File: src/rtl/rair_defines.svh
`ifndef RAIR_DEFINES_SVH
`define RAIR_DEFINES_SVH

// alias slot byte addresses
`define RAIR_ALIAS_1_OFF 8'h11
`define RAIR_ALIAS_2_OFF 8'h12
`define RAIR_ALIAS_3_OFF 8'h13
`define RAIR_ALIAS_4_OFF 8'h14
`define RAIR_ALIAS_5_OFF 8'h15

// paired target address registers
`define RAIR_TARGET_1_OFF 8'h09
`define RAIR_TARGET_2_OFF 8'h0A
`define RAIR_TARGET_3_OFF 8'h0B
`define RAIR_TARGET_4_OFF 8'h0C
`define RAIR_TARGET_5_OFF 8'h0D

// field layout and reset values
`define RAIR_ADDR_MSB 7
`define RAIR_ADDR_LSB 1
`define RAIR_RSVD_BIT 0
`define RAIR_ADDR_RST 7'h00
`define RAIR_BYTE_RST 8'h00
`define RAIR_DISABLED 7'h00
`define RAIR_SLOTS 5

`endif

File: src/rtl/rair_pkg.sv
package rair_pkg;

    typedef logic [6:0] rair_addr7_t;

    typedef enum logic [0:0] {
        RAIR_IDLE = 1'b0,
        RAIR_FWD = 1'b1
    } rair_state_t;

endpackage

File: src/rtl/rair_remap.sv
`timescale 1ns/10ps
`default_nettype none
`include "rair_defines.svh"

// What this block does
// each alias slot keeps a writable 7-bit alias in bits 7-1 that resets to zero.
// every local transaction address is compared against all alias slots, and a match means a remote target.
// on a match the address is replaced by the paired target address before forwarding.
// alias slot n pairs with target register n for slots 1 to 5.
// an alias of zero disables its slot, so it never matches or forwards.
// the alias slots sit at byte addresses 0x11 to 0x15 and their bit 0 reads as zero.
// each target register keeps the remote slave's 7-bit address in bits 7-1 and resets to zero.
// the remapped transaction is passed on over the control channel to the remote serializer.
// an address that hits no enabled slot is not forwarded by this block.
module rair_remap
    import rair_pkg::*;
(
    // clock, reset, enable
    input wire logic I_CORE_CLK,
    input wire logic I_RST_N,
    input wire logic I_CE,
    // register port from the local slave engine
    input wire logic I_REG_WR,
    input wire logic I_REG_RD,
    input wire logic [7:0] I_REG_ADDR,
    input wire logic [7:0] I_REG_WDATA,
    output logic [7:0] O_REG_RDATA,
    output logic O_REG_MAPPED,
    // local bus transaction events
    input wire logic I_ADDR_VALID,
    input wire logic [7:0] I_ADDR_BYTE,
    input wire logic I_DATA_VALID,
    input wire logic [7:0] I_DATA,
    input wire logic I_STOP,
    // control channel side
    output logic O_FWD_START,
    output logic [6:0] O_FWD_ADDR,
    output logic O_FWD_RW,
    output logic O_FWD_DVALID,
    output logic [7:0] O_FWD_DATA,
    output logic O_FWD_END,
    output logic O_FWD_BUSY,
    output logic O_MISS
);

    localparam int NSLOT = `RAIR_SLOTS;
    localparam logic [7:0] ALIAS_OFFS [NSLOT] = '{`RAIR_ALIAS_1_OFF, `RAIR_ALIAS_2_OFF,
        `RAIR_ALIAS_3_OFF, `RAIR_ALIAS_4_OFF, `RAIR_ALIAS_5_OFF};
    localparam logic [7:0] TARGET_OFFS [NSLOT] = '{`RAIR_TARGET_1_OFF, `RAIR_TARGET_2_OFF,
        `RAIR_TARGET_3_OFF, `RAIR_TARGET_4_OFF, `RAIR_TARGET_5_OFF};

    rair_state_t state_r;
    rair_state_t state_nxt;
    rair_addr7_t alias_v [NSLOT];
    rair_addr7_t target_v [NSLOT];
    logic [NSLOT-1:0] hit_v;
    logic [NSLOT-1:0] alias_sel_v;
    logic [NSLOT-1:0] target_sel_v;

    wire rair_addr7_t cmp_addr = I_ADDR_BYTE[`RAIR_ADDR_MSB:`RAIR_ADDR_LSB];
    wire cmp_rw = I_ADDR_BYTE[`RAIR_RSVD_BIT];

    genvar g;
    generate
        for (g = 0; g < NSLOT; g++) begin : g_slot
            rair_slot #(
                .ALIAS_OFF(ALIAS_OFFS[g]),
                .TARGET_OFF(TARGET_OFFS[g])
            ) u_slot (
                .i_clk(I_CORE_CLK),
                .i_rst_n(I_RST_N),
                .i_ce(I_CE),
                .i_wr(I_REG_WR),
                .i_addr(I_REG_ADDR),
                .i_wdata(I_REG_WDATA),
                .i_cmp_addr(cmp_addr),
                .o_alias(alias_v[g]),
                .o_target(target_v[g]),
                .o_hit(hit_v[g])
            );
            assign alias_sel_v[g] = (I_REG_ADDR == ALIAS_OFFS[g]);
            assign target_sel_v[g] = (I_REG_ADDR == TARGET_OFFS[g]);
        end
    endgenerate

    // lowest slot wins if software programs the same alias twice
    rair_addr7_t sel_target;
    rair_addr7_t rd_field;
    always_comb begin
        sel_target = `RAIR_ADDR_RST;
        for (int i = NSLOT - 1; i >= 0; i--) begin
            if (hit_v[i]) begin
                sel_target = target_v[i];
            end
        end
    end

    always_comb begin
        rd_field = `RAIR_ADDR_RST;
        for (int i = 0; i < NSLOT; i++) begin
            if (alias_sel_v[i]) begin
                rd_field = alias_v[i];
            end
            if (target_sel_v[i]) begin
                rd_field = target_v[i];
            end
        end
    end

    wire hit_any = |hit_v;
    wire rd_mapped = (|alias_sel_v) || (|target_sel_v);
    // bit 0 is tied low, so reserved bits never echo a write
    wire [7:0] rd_byte = {rd_field, 1'b0};
    wire addr_take = I_ADDR_VALID && hit_any;
    wire addr_miss = I_ADDR_VALID && !hit_any;

    // a repeated start inside a forward re-evaluates the new address
    always_comb begin
        case (state_r)
            RAIR_IDLE: state_nxt = addr_take ? RAIR_FWD : RAIR_IDLE;
            RAIR_FWD: begin
                if (I_ADDR_VALID) begin
                    state_nxt = hit_any ? RAIR_FWD : RAIR_IDLE;
                end else if (I_STOP) begin
                    state_nxt = RAIR_IDLE;
                end else begin
                    state_nxt = RAIR_FWD;
                end
            end
            default: state_nxt = RAIR_IDLE;
        endcase
    end

    wire fwd_data = (state_r == RAIR_FWD) && I_DATA_VALID && !I_ADDR_VALID;
    wire fwd_end = (state_r == RAIR_FWD) && (state_nxt == RAIR_IDLE);

    always_ff @(posedge I_CORE_CLK) begin
        if (!I_RST_N) begin
            state_r <= RAIR_IDLE;
            O_FWD_START <= 1'b0;
            O_FWD_ADDR <= `RAIR_ADDR_RST;
            O_FWD_RW <= 1'b0;
            O_FWD_DVALID <= 1'b0;
            O_FWD_DATA <= `RAIR_BYTE_RST;
            O_FWD_END <= 1'b0;
            O_MISS <= 1'b0;
        end else if (I_CE) begin
            state_r <= state_nxt;
            O_FWD_START <= addr_take;
            O_FWD_DVALID <= fwd_data;
            O_FWD_END <= fwd_end;
            O_MISS <= addr_miss;
            if (addr_take) begin
                O_FWD_ADDR <= sel_target;
                O_FWD_RW <= cmp_rw;
            end
            if (fwd_data) begin
                O_FWD_DATA <= I_DATA;
            end
        end
    end

    always_ff @(posedge I_CORE_CLK) begin
        if (!I_RST_N) begin
            O_REG_RDATA <= `RAIR_BYTE_RST;
            O_REG_MAPPED <= 1'b0;
        end else if (I_CE && I_REG_RD) begin
            O_REG_RDATA <= rd_byte;
            O_REG_MAPPED <= rd_mapped;
        end
    end

    assign O_FWD_BUSY = (state_r == RAIR_FWD);

    a_fwd_addr_subst: assert property (@(posedge I_CORE_CLK) disable iff (!I_RST_N)
        (I_CE && I_ADDR_VALID && hit_v == 5'h10) |=> (O_FWD_START && O_FWD_ADDR == $past(target_v[4])))
        else $error("slot 5 hit did not forward target 5");

    a_slot_pairing: assert property (@(posedge I_CORE_CLK) disable iff (!I_RST_N)
        (I_CE && I_ADDR_VALID && hit_v[0]) |=> (O_FWD_ADDR == $past(target_v[0])))
        else $error("slot 1 hit did not use target 1");

    a_miss_no_fwd: assert property (@(posedge I_CORE_CLK) disable iff (!I_RST_N)
        (I_CE && addr_miss) |=> (O_MISS && !O_FWD_START))
        else $error("unmatched address was forwarded");

    a_restart_miss: assert property (@(posedge I_CORE_CLK) disable iff (!I_RST_N)
        (I_CE && O_FWD_BUSY && addr_miss) |=> (O_FWD_END && O_MISS && !O_FWD_BUSY && !O_FWD_START))
        else $error("missed repeated start did not end forwarding");

    a_zero_disables: assert property (@(posedge I_CORE_CLK) disable iff (!I_RST_N)
        (cmp_addr == `RAIR_DISABLED) |-> !hit_any)
        else $error("zero alias produced a match");

    a_match_hits: assert property (@(posedge I_CORE_CLK) disable iff (!I_RST_N)
        (alias_v[4] != `RAIR_DISABLED && cmp_addr == alias_v[4]) |-> hit_any)
        else $error("programmed alias did not match");

    a_alias_reset: assert property (@(posedge I_CORE_CLK)
        !I_RST_N |=> (alias_v[0] == `RAIR_ADDR_RST && alias_v[4] == `RAIR_ADDR_RST
            && target_v[2] == `RAIR_ADDR_RST))
        else $error("alias or target not zero after reset");

    a_alias_rdback: assert property (@(posedge I_CORE_CLK) disable iff (!I_RST_N)
        (I_CE && I_REG_RD && I_REG_ADDR == `RAIR_ALIAS_3_OFF) |=>
            (O_REG_RDATA == {alias_v[2], 1'b0} && O_REG_MAPPED))
        else $error("alias 3 readback wrong or bit 0 set");

    a_write_stores: assert property (@(posedge I_CORE_CLK) disable iff (!I_RST_N)
        (I_CE && I_REG_WR && I_REG_ADDR == `RAIR_TARGET_5_OFF) |=>
            (target_v[4] == $past(I_REG_WDATA[7:1])))
        else $error("target 5 write not stored");

    a_stop_ends: assert property (@(posedge I_CORE_CLK) disable iff (!I_RST_N)
        (I_CE && O_FWD_BUSY && I_STOP && !I_ADDR_VALID) |=> (O_FWD_END && !O_FWD_BUSY))
        else $error("stop did not end forwarding");

    a_ce_freeze: assert property (@(posedge I_CORE_CLK) disable iff (!I_RST_N)
        !I_CE |=> ($stable(O_FWD_ADDR) && $stable(state_r) && $stable(O_REG_RDATA)
            && $stable(alias_v[0])))
        else $error("state moved while clock enable low");

endmodule
`default_nettype wire

File: src/rtl/rair_slot.sv
`timescale 1ns/10ps
`default_nettype none
`include "rair_defines.svh"

module rair_slot
    import rair_pkg::*;
#(
    parameter logic [7:0] ALIAS_OFF = 8'h00,
    parameter logic [7:0] TARGET_OFF = 8'h00
) (
    // clock, reset and enable
    input wire logic i_clk,
    input wire logic i_rst_n,
    input wire logic i_ce,
    // register write
    input wire logic i_wr,
    input wire logic [7:0] i_addr,
    input wire logic [7:0] i_wdata,
    // compare
    input wire rair_addr7_t i_cmp_addr,
    output rair_addr7_t o_alias,
    output rair_addr7_t o_target,
    output logic o_hit
);

    rair_addr7_t alias_r;
    rair_addr7_t target_r;
    wire alias_wr = i_wr && (i_addr == ALIAS_OFF);
    wire target_wr = i_wr && (i_addr == TARGET_OFF);
    wire slot_enabled = (alias_r != `RAIR_DISABLED);

    always_ff @(posedge i_clk) begin
        if (!i_rst_n) begin
            alias_r <= `RAIR_ADDR_RST;
            target_r <= `RAIR_ADDR_RST;
        end else if (i_ce) begin
            if (alias_wr) begin
                alias_r <= i_wdata[`RAIR_ADDR_MSB:`RAIR_ADDR_LSB];
            end
            if (target_wr) begin
                target_r <= i_wdata[`RAIR_ADDR_MSB:`RAIR_ADDR_LSB];
            end
        end
    end

    assign o_hit = slot_enabled && (i_cmp_addr == alias_r);
    assign o_alias = alias_r;
    assign o_target = target_r;

endmodule
`default_nettype wire

File: config.mk
export PLATFORM = sky130hd
export DESIGN_NAME = rair_remap
export DESIGN_NICKNAME = d
export VERILOG_FILES = /design/src/rtl/rair_pkg.sv /design/src/rtl/rair_remap.sv /design/src/rtl/rair_slot.sv
export VERILOG_INCLUDE_DIRS = /design/src /design/src/rtl
export SDC_FILE = /design/constraint.sdc
export NUM_CORES = 1
export LEC_CHECK = 0
export BUFFER_PORTS_ARGS = -buffer_cell sky130_fd_sc_hd__buf_2
export CORE_MARGIN = 5
export CORE_UTILIZATION = 45
export DETAILED_ROUTE_END_ITERATION = 8
export GPL_ROUTABILITY_DRIVEN = 0
export PLACE_DENSITY = 0.77
export SYNTH_ARGS = -nofsm -noshare
export SYNTH_HDL_FRONTEND = slang
export SYNTH_HIERARCHICAL = 1
export SYNTH_SLANG_ARGS = --single-unit
export TNS_END_PERCENT = 5
File: constraint.sdc
create_clock -name I_CORE_CLK -period 3.1 [get_ports I_CORE_CLK]
set_input_delay 0.62 -clock I_CORE_CLK [delete_from_list [all_inputs] [get_ports I_CORE_CLK]]
set_output_delay 0.62 -clock I_CORE_CLK [all_outputs]
set_load 0.05 [all_outputs]
# After elaboration in Yosys (flattened, before gate mapping)
# Index checks and enable logic that the tools add are counted.
dict set report op_classes {
  n_addsub 0
  multipliers 0
  n_div 0
  n_lt_le_gt_ge 0
  n_eq_ne 15
  n_shift 0
  n_mux 20
  bitwise_logic 2
  reduce_logical 44
}
# op count
set ops {}
lappend ops {{two-way mux 7 bit} 15}
lappend ops {{equality test 8 x 4 -> 1 bit (second input constant)} 5}
lappend ops {{equality test 8 x 5 -> 1 bit (second input constant)} 5}
lappend ops {{equality test 7 bit} 5}
lappend ops {{nonzero test 7 bit} 5}
lappend ops {{AND reduction 2 bit} 12}
lappend ops {{logical AND 1 bit} 21}
lappend ops {{OR reduction 5 bit} 3}
lappend ops {{two-way mux 1 bit} 4}
lappend ops {{zero test 1 bit} 2}
lappend ops {{inverter 1 bit} 2}
lappend ops {{one-hot mux 1 bit (2 select lines)} 1}
lappend ops {{logical OR 1 bit} 1}
dict set report totals {
  regBits 99
  latchBits 0
  ram_bits 0
  mem_bits_ro 0
  word_cells 101
  memories 0
}

# Longest topological paths before layout
# Gate-level depths: netlist of the first run.
dict set report depth {
  depth_word 11
  mapped_depth 9
  mapped_depth_nobuf 8
}

# Modules after synthesis
# Netlist of the first run, hierarchy kept.
# module n_inst cells_per_inst area_each_um2 seq_area_each_um2
set modules_own_cells {}
lappend modules_own_cells {rair_remap 1 303 2189.6 580.6}
lappend modules_own_cells {{rair_slot at g_slot[0].u_slot ...} 3 69 679.4 280.3}
lappend modules_own_cells {{rair_slot at g_slot[2].u_slot ...} 2 69 665.6 280.3}

# Least setup slack after synthesis of the first run
# OpenSTA, ideal clock, no wires.
dict set report synth_path {
  path_type {input port to flip-flop}
  startpoint {input I_ADDR_BYTE[7]}
  endpoint {register O_FWD_ADDR[2]}
  setup_ns 0.076
  t_arrival_ns 2.275
  t_required_ns 3.024
  path_slack_ns 0.750
  path_stages 7
  n_path_buf 1
  path_cell_list {a211o_1 a2111oi_2 or4_1 o211ai_2 buf_2 a211o_1 a21boi_0}
}
dict set report synth_via {
  elab_cells_between_ends 18
  cone_classes {5 x eq/ne; 5 x mux; 8 x reduce/logical}
}
# element line
set synth_lines {}
lappend synth_lines {{start: declaration} rair_remap.sv:31} ;# input wire logic [7:0] I_ADDR_BYTE,
lappend synth_lines {{equality test 7 bit *} rair_slot.sv:46} ;# assign o_hit = slot_enabled && (i_cmp_addr == alias_r);
lappend synth_lines {{logical AND 1 bit *} rair_slot.sv:46}
lappend synth_lines {{named net hit_v[2]} rair_remap.sv:56} ;# logic [NSLOT-1:0] hit_v;
lappend synth_lines {{OR reduction 5 bit / two-way mux 7 bit (equally long branches)} {rair_remap.sv:110, rair_remap.sv:92}}
lappend synth_lines {{logical AND 1 bit / two-way mux 7 bit (equally long branches)} {rair_remap.sv:114, rair_remap.sv:92}}
lappend synth_lines {{AND reduction 2 bit (no line) / two-way mux 7 bit (equally long branches)} -}
lappend synth_lines {{end signal: assignment} rair_remap.sv:141} ;# O_FWD_ADDR <= `RAIR_ADDR_RST;
lappend synth_lines {{end signal: assignment} rair_remap.sv:154} ;# O_FWD_ADDR <= sel_target;
lappend synth_lines {{end: declaration} rair_remap.sv:37} ;# output logic [6:0] O_FWD_ADDR,
# Mark *: on every way through the listed nets, which the timed path passes. The rest lies on a longest branch.
# A chain may end at the register's enable or synchronous reset.

# Final worst setup path of the first run
dict set report layout_path {
  startpoint {register g_slot[3].u_slot.alias_r[1]}
  endpoint {register O_FWD_ADDR[3]}
}
dict set report layout_via {
  elab_chain_len 6
  elab_cells_between_ends 10
  cone_classes {1 x eq/ne; 4 x mux; 5 x reduce/logical}
}
# element line
set layout_lines {}
lappend layout_lines {{start: declaration} rair_slot.sv:26} ;# rair_addr7_t alias_r;
lappend layout_lines {{start signal: assignment} rair_slot.sv:34} ;# alias_r <= `RAIR_ADDR_RST;
lappend layout_lines {{start signal: assignment} rair_slot.sv:38} ;# alias_r <= i_wdata[`RAIR_ADDR_MSB:`RAIR_ADDR_LSB];
lappend layout_lines {{equality test 7 bit / nonzero test 7 bit (equally long branches)} -}
lappend layout_lines {{logical AND 1 bit *} rair_slot.sv:46}
lappend layout_lines {{named net hit_v[3]} rair_remap.sv:56}
lappend layout_lines {{two-way mux 7 bit (4 in a row)} rair_remap.sv:92} ;# if (hit_v[i]) begin
# Marked as above.

==> results of run 1 <==
==> state kept, by name, summed over array words and instances, names as in the netlist, 7 cells and up <==
signal / count
O_FWD_ADDR: 7
O_FWD_DATA: 8
O_REG_RDATA: 7
g_slot.u_slot/o_alias: 35
g_slot.u_slot/o_target: 35
==> routing by layer <==
layer	wire length [µm]	share of wire [%]	vias to the layer above
met4	385	2.3	0
met2	7610	46	270
met1	6670	41	2422
met5	0	0	-
li1	-	-	2406
met3	1750	11	38
==> layout make-up <==
type,count,area (µm²)
clock buffers,15,258
clock inverters,1,8.76
fillers,1097,5820
inverters,16,60.1
multi-input cells,487,3280
flip-flops and latches,99,1980
well taps,168,210
repair buffers,80,448
==> Yosys cell counts, types with 2 or more instances <==
| cell | n |
|---|---|
| sky130_fd_sc_hd__nand2_1 | 154 |
| sky130_fd_sc_hd__nor2_1 | 9 |
| sky130_fd_sc_hd__nand4b_1 | 9 |
| sky130_fd_sc_hd__buf_6 | 8 |
| sky130_fd_sc_hd__a21boi_0 | 21 |
| sky130_fd_sc_hd__dfxtp_1 | 99 |
| sky130_fd_sc_hd__nor3b_1 | 2 |
| sky130_fd_sc_hd__nand3_1 | 10 |
| sky130_fd_sc_hd__xnor2_1 | 20 |
| sky130_fd_sc_hd__a221oi_1 | 8 |
| sky130_fd_sc_hd__clkbuf_1 | 30 |
| sky130_fd_sc_hd__buf_4 | 3 |
| sky130_fd_sc_hd__nor4_1 | 6 |
| sky130_fd_sc_hd__xor2_1 | 10 |
| sky130_fd_sc_hd__and4bb_2 | 3 |
| sky130_fd_sc_hd__nor4b_4 | 3 |
| sky130_fd_sc_hd__and2_1 | 2 |
| sky130_fd_sc_hd__nor4b_2 | 2 |
| sky130_fd_sc_hd__o211ai_2 | 2 |
| sky130_fd_sc_hd__inv_1 | 16 |
| sky130_fd_sc_hd__nor3_1 | 3 |
| sky130_fd_sc_hd__and4b_1 | 4 |
| sky130_fd_sc_hd__nand4_1 | 5 |
| sky130_fd_sc_hd__nand2b_1 | 4 |
| sky130_fd_sc_hd__o21a_1 | 4 |
| sky130_fd_sc_hd__a21oi_1 | 29 |
| sky130_fd_sc_hd__a21o_1 | 3 |
| sky130_fd_sc_hd__mux2_2 | 2 |
| sky130_fd_sc_hd__o211ai_1 | 4 |
| sky130_fd_sc_hd__o31a_1 | 5 |
| sky130_fd_sc_hd__o21ai_0 | 16 |
| sky130_fd_sc_hd__a211o_1 | 12 |
| sky130_fd_sc_hd__a22oi_1 | 19 |
| sky130_fd_sc_hd__o22ai_1 | 13 |
| sky130_fd_sc_hd__or3_1 | 3 |
| sky130_fd_sc_hd__nor2b_1 | 4 |
| sky130_fd_sc_hd__o31ai_1 | 3 |
| sky130_fd_sc_hd__buf_2 | 3 |
| sky130_fd_sc_hd__a2111oi_2 | 5 |
| sky130_fd_sc_hd__nand3b_1 | 4 |
| sky130_fd_sc_hd__mux2i_1 | 73 |
==> worst min-delay path by stage <==
stage | start | end | slack, ps | cells past startpoint
finish | O_REG_MAPPED | O_REG_MAPPED | 460 | 2
global route | O_REG_MAPPED | O_REG_MAPPED | 470 | 2
CTS | O_REG_MAPPED | O_REG_MAPPED | 460 | 2
detailed placement | O_REG_MAPPED | O_REG_MAPPED | 450 | 2
global placement | O_FWD_DATA[4] | O_FWD_DATA[4] | 450 | 2
floorplan | g_slot[3].u_slot/o_target[6] | g_slot[3].u_slot/o_target[6] | 450 | 2
==> where the power goes <==
| group | total (mW) | internal, mW | switching, mW |
|---|---|---|---|
| Combinational | 0.243 | 0.0762 | 0.167 |
| Clock | 1.05 | 0.570 | 0.476 |
| Sequential | 1.28 | 1.28 | 0.00347 |
==> logic make-up (layout without fill, tap and decap cells) <==
logic type,Yosys count,in the layout,synth area share (%)
DFF,99,99,35.7
AOI/OAI and AO/OA,150,150,19.4
buffers and inverters,62,112,5.56
and+or+nand+nor,231,231,21.0
muxes,75,75,13.5
xor gates and xnor gates,30,30,4.73
other,1,1,0.0675
==> through the flow <==
stage | total power, mW | instance area, µm² | setup WS, ps | cells
6_report | 2.57 | 6250 | 573 | 866
5_1_grt | 2.65 | 6250 | 423 | 866
4_1_cts | 2.58 | 6250 | 606 | 866
3_5_place_dp | 1.55 | 5980 | 384 | 850
3_3_place_gp | 1.54 | 5980 | 427 | 850
2_1_floorplan | 1.45 | 5560 | 750 | 648
==> worst max-delay path: cells and delay by family, from the launching register on <==
| kind | cells | cell delay (ps) |
|---|---|---|
| compound gates | 6 | 1600 |
| buf+inv | 1 | 270 |
| flops | 1 | 440 |
| simple gates | 1 | 90 |
==> PnR_summary.wiki, run 1 <==
{| class="wikitable"
! Metric !! Value
|-
| Wire length of the first global-routing pass || 25.5 mm
|-
| Worst Path Arrival || 2760 ps
|-
| Number of nets in the final layout || 733
|-
| Hold Path Class || flop to flop
|-
| Worst clock skew on the final layout || around 5.5 ps
|-
| Syn Nets || 688
|-
| DRC violation count after routing || 0
|-
| Die H || 121 µm
|-
| GR met2 Demand/Resource || between 30% and 40%
|-
| Via count of the first global-routing pass || between 4000 and 5000
|-
| Average wire length per cell after detail routing || 19.0 µm
|-
| Number of levels in the clock H-tree || 3
|-
| Cell area after synthesis || about 5600 µm²
|-
| Clock sink count || between 90 and 100
|-
| Most frequently used flop master after synthesis || sky130_fd_sc_hd__dfxtp_1
|-
| Largest fanout on the critical path || 12
|-
| Synthesized area per cell || around 8.6 µm²
|-
| Maximum clock frequency || approximately 400 MHz
|-
| Number of flops mapped to enable cells by yosys || 0
|-
| P per Cell Area || between 400 and 500 nW/µm²
|-
| Number of cell instances on the worst register-to-register path || 8
|-
| Buffers inserted by post-CTS timing repair || 0
|-
| Global-route track usage on met3 || between 6 and 7%
|-
| Leakage || 2.49 nW
|-
| Fraction of final layout cells sized beyond drive strength 1 || 16.3%
|-
| Post-cts gate resize count || 0
|-
| Pin count of the biggest net entering global routing || 64
|-
| Layout Area Growth over Synthesis || 12.4%
|-
| Unique cell type count in the Yosys netlist || 54
|-
| Antenna-violating nets left || 0
|-
| Antenna violations before repair || 0
|-
| Max rail drop VDD || ~260 µV
|-
| Number of iterations in the first detailed-routing pass || 5
|-
| Detailed-route vias per instance || 5.93
|-
| CTS tree || built
|-
| Overall Global Routing Usage || 22.2%
|-
| Effective utilization at floorplan || between 40% and 50%
|-
| Root buffer selected by CTS || sky130_fd_sc_hd__clkbuf_16
|-
| Dominant cells by area after synthesis || sky130_fd_sc_hd__dfxtp_1 36%, sky130_fd_sc_hd__mux2i_1 13%, sky130_fd_sc_hd__nand2_1 10%
|-
| Post-detailed-placement half-perimeter wirelength || between 10 and 15 mm
|-
| Standard-cell row count || 40
|-
| Hold violation count in the final report || 0
|-
| Critical path cell sequence || nor4_1 -> a211o_1 -> a2111oi_2 -> buf_4 -> o21ai_0 -> a221oi_1 -> a211o_1 -> a21boi_0
|-
| Setup crit start kind || flop
|-
| Area share of the leading cell type in the synthesized netlist || about 36%
|-
| CP Launch Point || g_slot[3].u_slot/o_alias[1]
|-
| Synthesis warning total || 6
|-
| Total Neg Setup Slack || 0 ps
|-
| Sequential cell area fraction in the yosys report || a little over a third
|-
| Flop and latch count out of synthesis || a little under 100
|-
| Reg-to-reg startpoint || g_slot[3].u_slot/o_alias[1]
|-
| Number of diodes added for antenna fixing || 0
|-
| Die Span X || 121 µm
|-
| Critical path type || flop to flop
|-
| Time the worst path needs with I/O delays and setup || between 2000 and 3000 ps
|-
| Tightest Pin Transition || approximately 900 ps
|-
| Critical path capture point || O_FWD_ADDR[3]
|-
| Register-to-register setup slack || roughly 570 ps
|-
| CP max stage cell || sky130_fd_sc_hd__a2111oi_2
|-
| WP data required || 3330 ps
|-
| Biggest area consumer among synthesized cells || sky130_fd_sc_hd__dfxtp_1
|-
| GRT met1 Usage || between 20% and 30%
|-
| Floorplan Core Area || roughly 12000 µm²
|-
| Share of the clock period used by the worst path || 81.5%
|-
| Max Root-Sink Buffers || 2
|-
| Count of hold-fix buffers inserted at cts || 0
|-
| Number of DRC markers in iteration 0 || 498
|-
| Slowest Stage Delay on Critical Path || about 520 ps
|-
| Final setup violation count || 0
|-
| Top cell by count, worst path || sky130_fd_sc_hd__a211o_1
|-
| Unrepaired setup endpoints after global routing || false
|-
| Sort of element at the end of the critical path || flop
|-
| Commonest cells after routing, fill and taps aside || 154 x sky130_fd_sc_hd__nand2_1, 99 x sky130_fd_sc_hd__dfxtp_1, 73 x sky130_fd_sc_hd__mux2i_1, 66 x sky130_fd_sc_hd__buf_2, 29 x sky130_fd_sc_hd__a21oi_1
|-
| Most used routing layer || met2
|-
| Leftover overflow at the end of global routing || 0
|-
| Total via count after detailed routing || 5136
|-
| Full die area || 14700 µm²
|-
| Clock-pin slew of the registers on the worst-case setup and hold paths || around 60 ps
|-
| Final Util || between 50% and 60%
|-
| Most common library cell in the layout ignoring fill and taps || sky130_fd_sc_hd__nand2_1
|-
| Number of I/O port buffers || between 60 and 70
|-
| Count of pins on the block boundary || 70
|-
| Run status || finished, final reports clean
|-
| Max-slew headroom at the worst pin || between 40% and 50%
|-
| Final-layout worst hold slack || 461 ps
|-
| Worst reg2reg endpoint || O_FWD_ADDR[3]
|-
| Async set or reset register ratio after synthesis || 0%
|-
| TritonCTS Buffers || 9
|-
| Number of instances in the synthesized netlist || 648
|-
| Number of pins exceeding their max-slew limit in the final report || 0
|-
| Number of max-cap violations || 0
|-
| Final wirelength || ~16 mm
|-
| Latest clock arrival within the worst-skew pair || approximately 350 ps
|}
No activity file was read; power rests on OpenSTA's default activity.
==> run 2: changes to the inputs <==
--- a/config.mk
+++ b/config.mk
@@ -11,7 +11,7 @@
 export CORE_UTILIZATION = 45
 export DETAILED_ROUTE_END_ITERATION = 8
 export GPL_ROUTABILITY_DRIVEN = 0
-export PLACE_DENSITY = 0.77
+export PLACE_DENSITY = 0.79
 export SYNTH_ARGS = -nofsm -noshare
 export SYNTH_HDL_FRONTEND = slang
 export SYNTH_HIERARCHICAL = 1
==> constraint.sdc (replaced) <==
create_clock -name I_CORE_CLK -period 2.3 [get_ports I_CORE_CLK]
set_input_delay 0.46 -clock I_CORE_CLK [delete_from_list [all_inputs] [get_ports I_CORE_CLK]]
set_output_delay 0.46 -clock I_CORE_CLK [all_outputs]
set_load 0.05 [all_outputs]
==> PnR_summary.wiki, run 2 (synthesis results as in run 1) <==
{| class="wikitable"
! Metric !! Value
|-
| Detailed-route vias per instance || 5.75 (-3.0%)
|-
| Number of stages on the worst hold path || 3 (+1)
|-
| Design Power || 3.66 mW (+43%)
|-
| Critical path type || flop to flop
|-
| Total placed instance area || 6390 µm² (+6.9%)
|-
| Final setup violation count || 0 (unchanged)
|-
| Register-to-register setup slack || 70 ps (-500 ps)
|-
| Count of pins on the block boundary || 70 (unchanged)
|-
| Time the worst path needs with I/O delays and setup || 2230 ps (-300 ps)
|-
| Number of levels in the clock H-tree || 3 (unchanged)
|-
| Average wire length per cell after detail routing || 18.4 µm (-3.1%)
|-
| DRC violation count after routing || 0 (unchanged)
|-
| Cell internal pwr || 2.79 mW (+45%)
|-
| Fraction of final layout cells sized beyond drive strength 1 || 24.2% (+7.9 points)
|-
| Full die area || 14700 µm² (unchanged)
|-
| GR met2 Demand/Resource || 33.7% (-1.3 points)
|-
| Leakage || 2.82 nW (+13%)
|-
| Number of max-cap violations || 0 (unchanged)
|-
| Run status || finished, final reports clean
|-
| GRT met1 Usage || 30.9% (+1.7 points)
|-
| Share of the clock period used by the worst path || 96.8% (+15 points)
|-
| Max Root-Sink Buffers || 2 (unchanged)
|-
| Number of I/O port buffers || 67 (unchanged)
|-
| Sequential power share || 47.1% (-2.7 points)
|-
| Worst slack, placed || -164 ps (-548 ps)
|-
| Reg-to-reg startpoint || g_slot[3].u_slot/o_alias[0]
|-
| Part of the total power dissipated in the clock network || 43.1% (+2.4 points)
|-
| Tightest Pin Transition || 553 ps (-342 ps)
|-
| Terminating pin of the worst hold path || O_FWD_DATA[7]
|-
| Die Span X || 121 µm (unchanged)
|-
| Hold Path Class || input port to flop
|-
| Net load switching power || 877 µW (+36%)
|-
| Area of all placed cells without fillers || 6810 µm² (+9.1%)
|-
| WP data required || 2540 ps (-790 ps)
|-
| Number of cell instances on the worst register-to-register path || 8 (unchanged)
|-
| Worst Setup Slack, final || 72.5 ps (-500 ps)
|-
| Number of nets in the final layout || 788 (+7.5%)
|-
| Commonest cells after routing, fill and taps aside || 154 x sky130_fd_sc_hd__nand2_1, 97 x sky130_fd_sc_hd__dfxtp_1, 73 x sky130_fd_sc_hd__mux2i_1, 67 x sky130_fd_sc_hd__buf_2, 62 x sky130_fd_sc_hd__buf_4
|-
| Worst Path Arrival || 2470 ps (-290 ps)
|-
| Leftover overflow at the end of global routing || 0 (unchanged)
|-
| Worst reg2reg endpoint || O_FWD_RW
|-
| Antenna-violating nets left || 0 (unchanged)
|-
| Root buffer selected by CTS || sky130_fd_sc_hd__clkbuf_16
|-
| Max-slew headroom at the worst pin || 63.0% (+23 points)
|-
| Overall Global Routing Usage || 22.6% (+0.47 points)
|-
| Max rail drop VDD || 381 µV (+44%)
|-
| Setup crit start kind || flop
|-
| Wire length of the first global-routing pass || 25.8 mm (+0.92%)
|-
| Clock sink count || 99 (unchanged)
|-
| Hold violation count in the final report || 0 (unchanged)
|-
| Total via count after detailed routing || 5286 (+2.9%)
|-
| Global-route track usage on met3 || 6.39% (+0.28 points)
|-
| Most common library cell in the layout ignoring fill and taps || sky130_fd_sc_hd__nand2_1
|-
| Net switching fraction of the power || 23.9% (-1.2 points)
|-
| Sort of element at the end of the critical path || flop
|-
| Pin count of the biggest net entering global routing || 50 (-22%)
|-
| P per Cell Area || 538 nW/µm² (+31%)
|-
| Via count of the first global-routing pass || 4819 (-1.9%)
|-
| Standard-cell row count || 40 (unchanged)
|-
| Floorplan Core Area || 12100 µm² (unchanged)
|-
| Most used routing layer || met2
|-
| Latest clock arrival within the worst-skew pair || 350 ps (about the same)
|-
| Number of iterations in the first detailed-routing pass || 6 (+1)
|-
| Final wirelength || 16.9 mm (+2.8%)
|-
| Unrepaired setup endpoints after global routing || true
|-
| Number of pins exceeding their max-slew limit in the final report || 0 (unchanged)
|-
| Number of DRC markers in iteration 0 || 550 (+10%)
|-
| Count of fill cells added during filler insertion || 1061 (-3.3%)
|-
| Post-detailed-placement half-perimeter wirelength || 12.4 mm (+3.1%)
|-
| Number of diodes added for antenna fixing || 0 (unchanged)
|-
| Combinational power share || 9.8% (+0.4 points)
|-
| Antenna violations before repair || 0 (unchanged)
|-
| Worst clock skew on the final layout || 8.52 ps (+3.01 ps)
|-
| TritonCTS Buffers || 9 (unchanged)
|-
| Clock-pin slew of the registers on the worst-case setup and hold paths || 70 ps (about the same)
|-
| Effective utilization at floorplan || 46.1% (unchanged)
|-
| Maximum clock frequency || 449 MHz (+13%)
|-
| Worst Hold Launch || I_DATA[7]
|-
| Die H || 121 µm (unchanged)
|-
| Largest fanout on the critical path || 5 (-7)
|-
| Final-layout worst hold slack || 353 ps (-108 ps)
|-
| CTS tree || built
|-
| Layout Area Growth over Synthesis || 22.5%
|}
run 2: changes by cell type in the layout (fill, tap and decap cells not counted), sizes merged:
cell / change
buf: +55
bufinv: +2
clkbuf: -6
inv: +1
clkinv: +1
run 2: how the worst max path moves through the flow:
stage	slack, ps	end	depth (start not counted)	from
floorplan	80	O_FWD_ADDR[2]	8	g_slot[2].u_slot/o_alias[0]
global placement	-70	O_FWD_RW	9	I_ADDR_BYTE[1]
detailed placement	-160	O_FWD_ADDR[3]	9	I_ADDR_BYTE[7]
CTS	30	O_FWD_RW	8	g_slot[2].u_slot/o_alias[0]
global route	-80	O_FWD_RW	8	g_slot[3].u_slot/o_alias[0]
finish	70	O_FWD_RW	8	g_slot[3].u_slot/o_alias[0]
run 2: through the flow:
step | TNS (ps) | instances | utilization (%)
2_1_floorplan | 0 | 648 | -
6_report | 0 | 919 | 56.5
3_3_place_gp | -460 | 902 | 53.0
4_1_cts | 0 | 916 | 55.6
5_1_grt | -321 | 919 | 56.5
3_5_place_dp | -758 | 902 | 53.0
run 2: metal layers:
metal / routed length, µm / vias up
met1: 7150 / 2447
met2: 7390 / 274
met3: 1760 / 52
met4: 575 / 0
li1: - / 2513
met5: 0 / -
run 2: worst max-delay path: stages, from the launching register on:
cell,delay [ps]
sky130_fd_sc_hd__dfxtp_1,330
sky130_fd_sc_hd__nor4_2,320
sky130_fd_sc_hd__a211o_1,190
sky130_fd_sc_hd__a2111oi_2,80
sky130_fd_sc_hd__or4_4,580
sky130_fd_sc_hd__o211ai_4,240
sky130_fd_sc_hd__buf_6,150
sky130_fd_sc_hd__mux2i_1,170
sky130_fd_sc_hd__nor2b_1,60
run 2: power by group through the flow:
stage,Sequential [mW],Combinational (mW),Clock (mW)
4_1_cts,1.73,0.351,1.61
3_5_place_dp,1.76,0.348,0
3_3_place_gp,1.76,0.344,0
2_1_floorplan,1.79,0.163,0
6_report,1.73,0.360,1.58
5_1_grt,1.73,0.382,1.67
run 2: what timing repair did:
item | 4_1_cts | 5_1_grt
resized for setup | 1 | 20
pin swaps | 0 | 7
gates cloned | 0 | 1
setup endpoints to repair | 1 | 9
buffers inserted | 0 | 2
hold buffers | 0 | 0
run 2: area by class of cell:
cell class	instances	area (µm²)	share of cell area, %
inverters	16	60.1	0.882
clock buffers	9	225	3.31
well taps	168	210	3.09
flip-flops and latches	99	1980	29.1
repair buffers	135	895	13.1
multi-input cells	487	3360	49.3
clock inverters	5	78.8	1.16
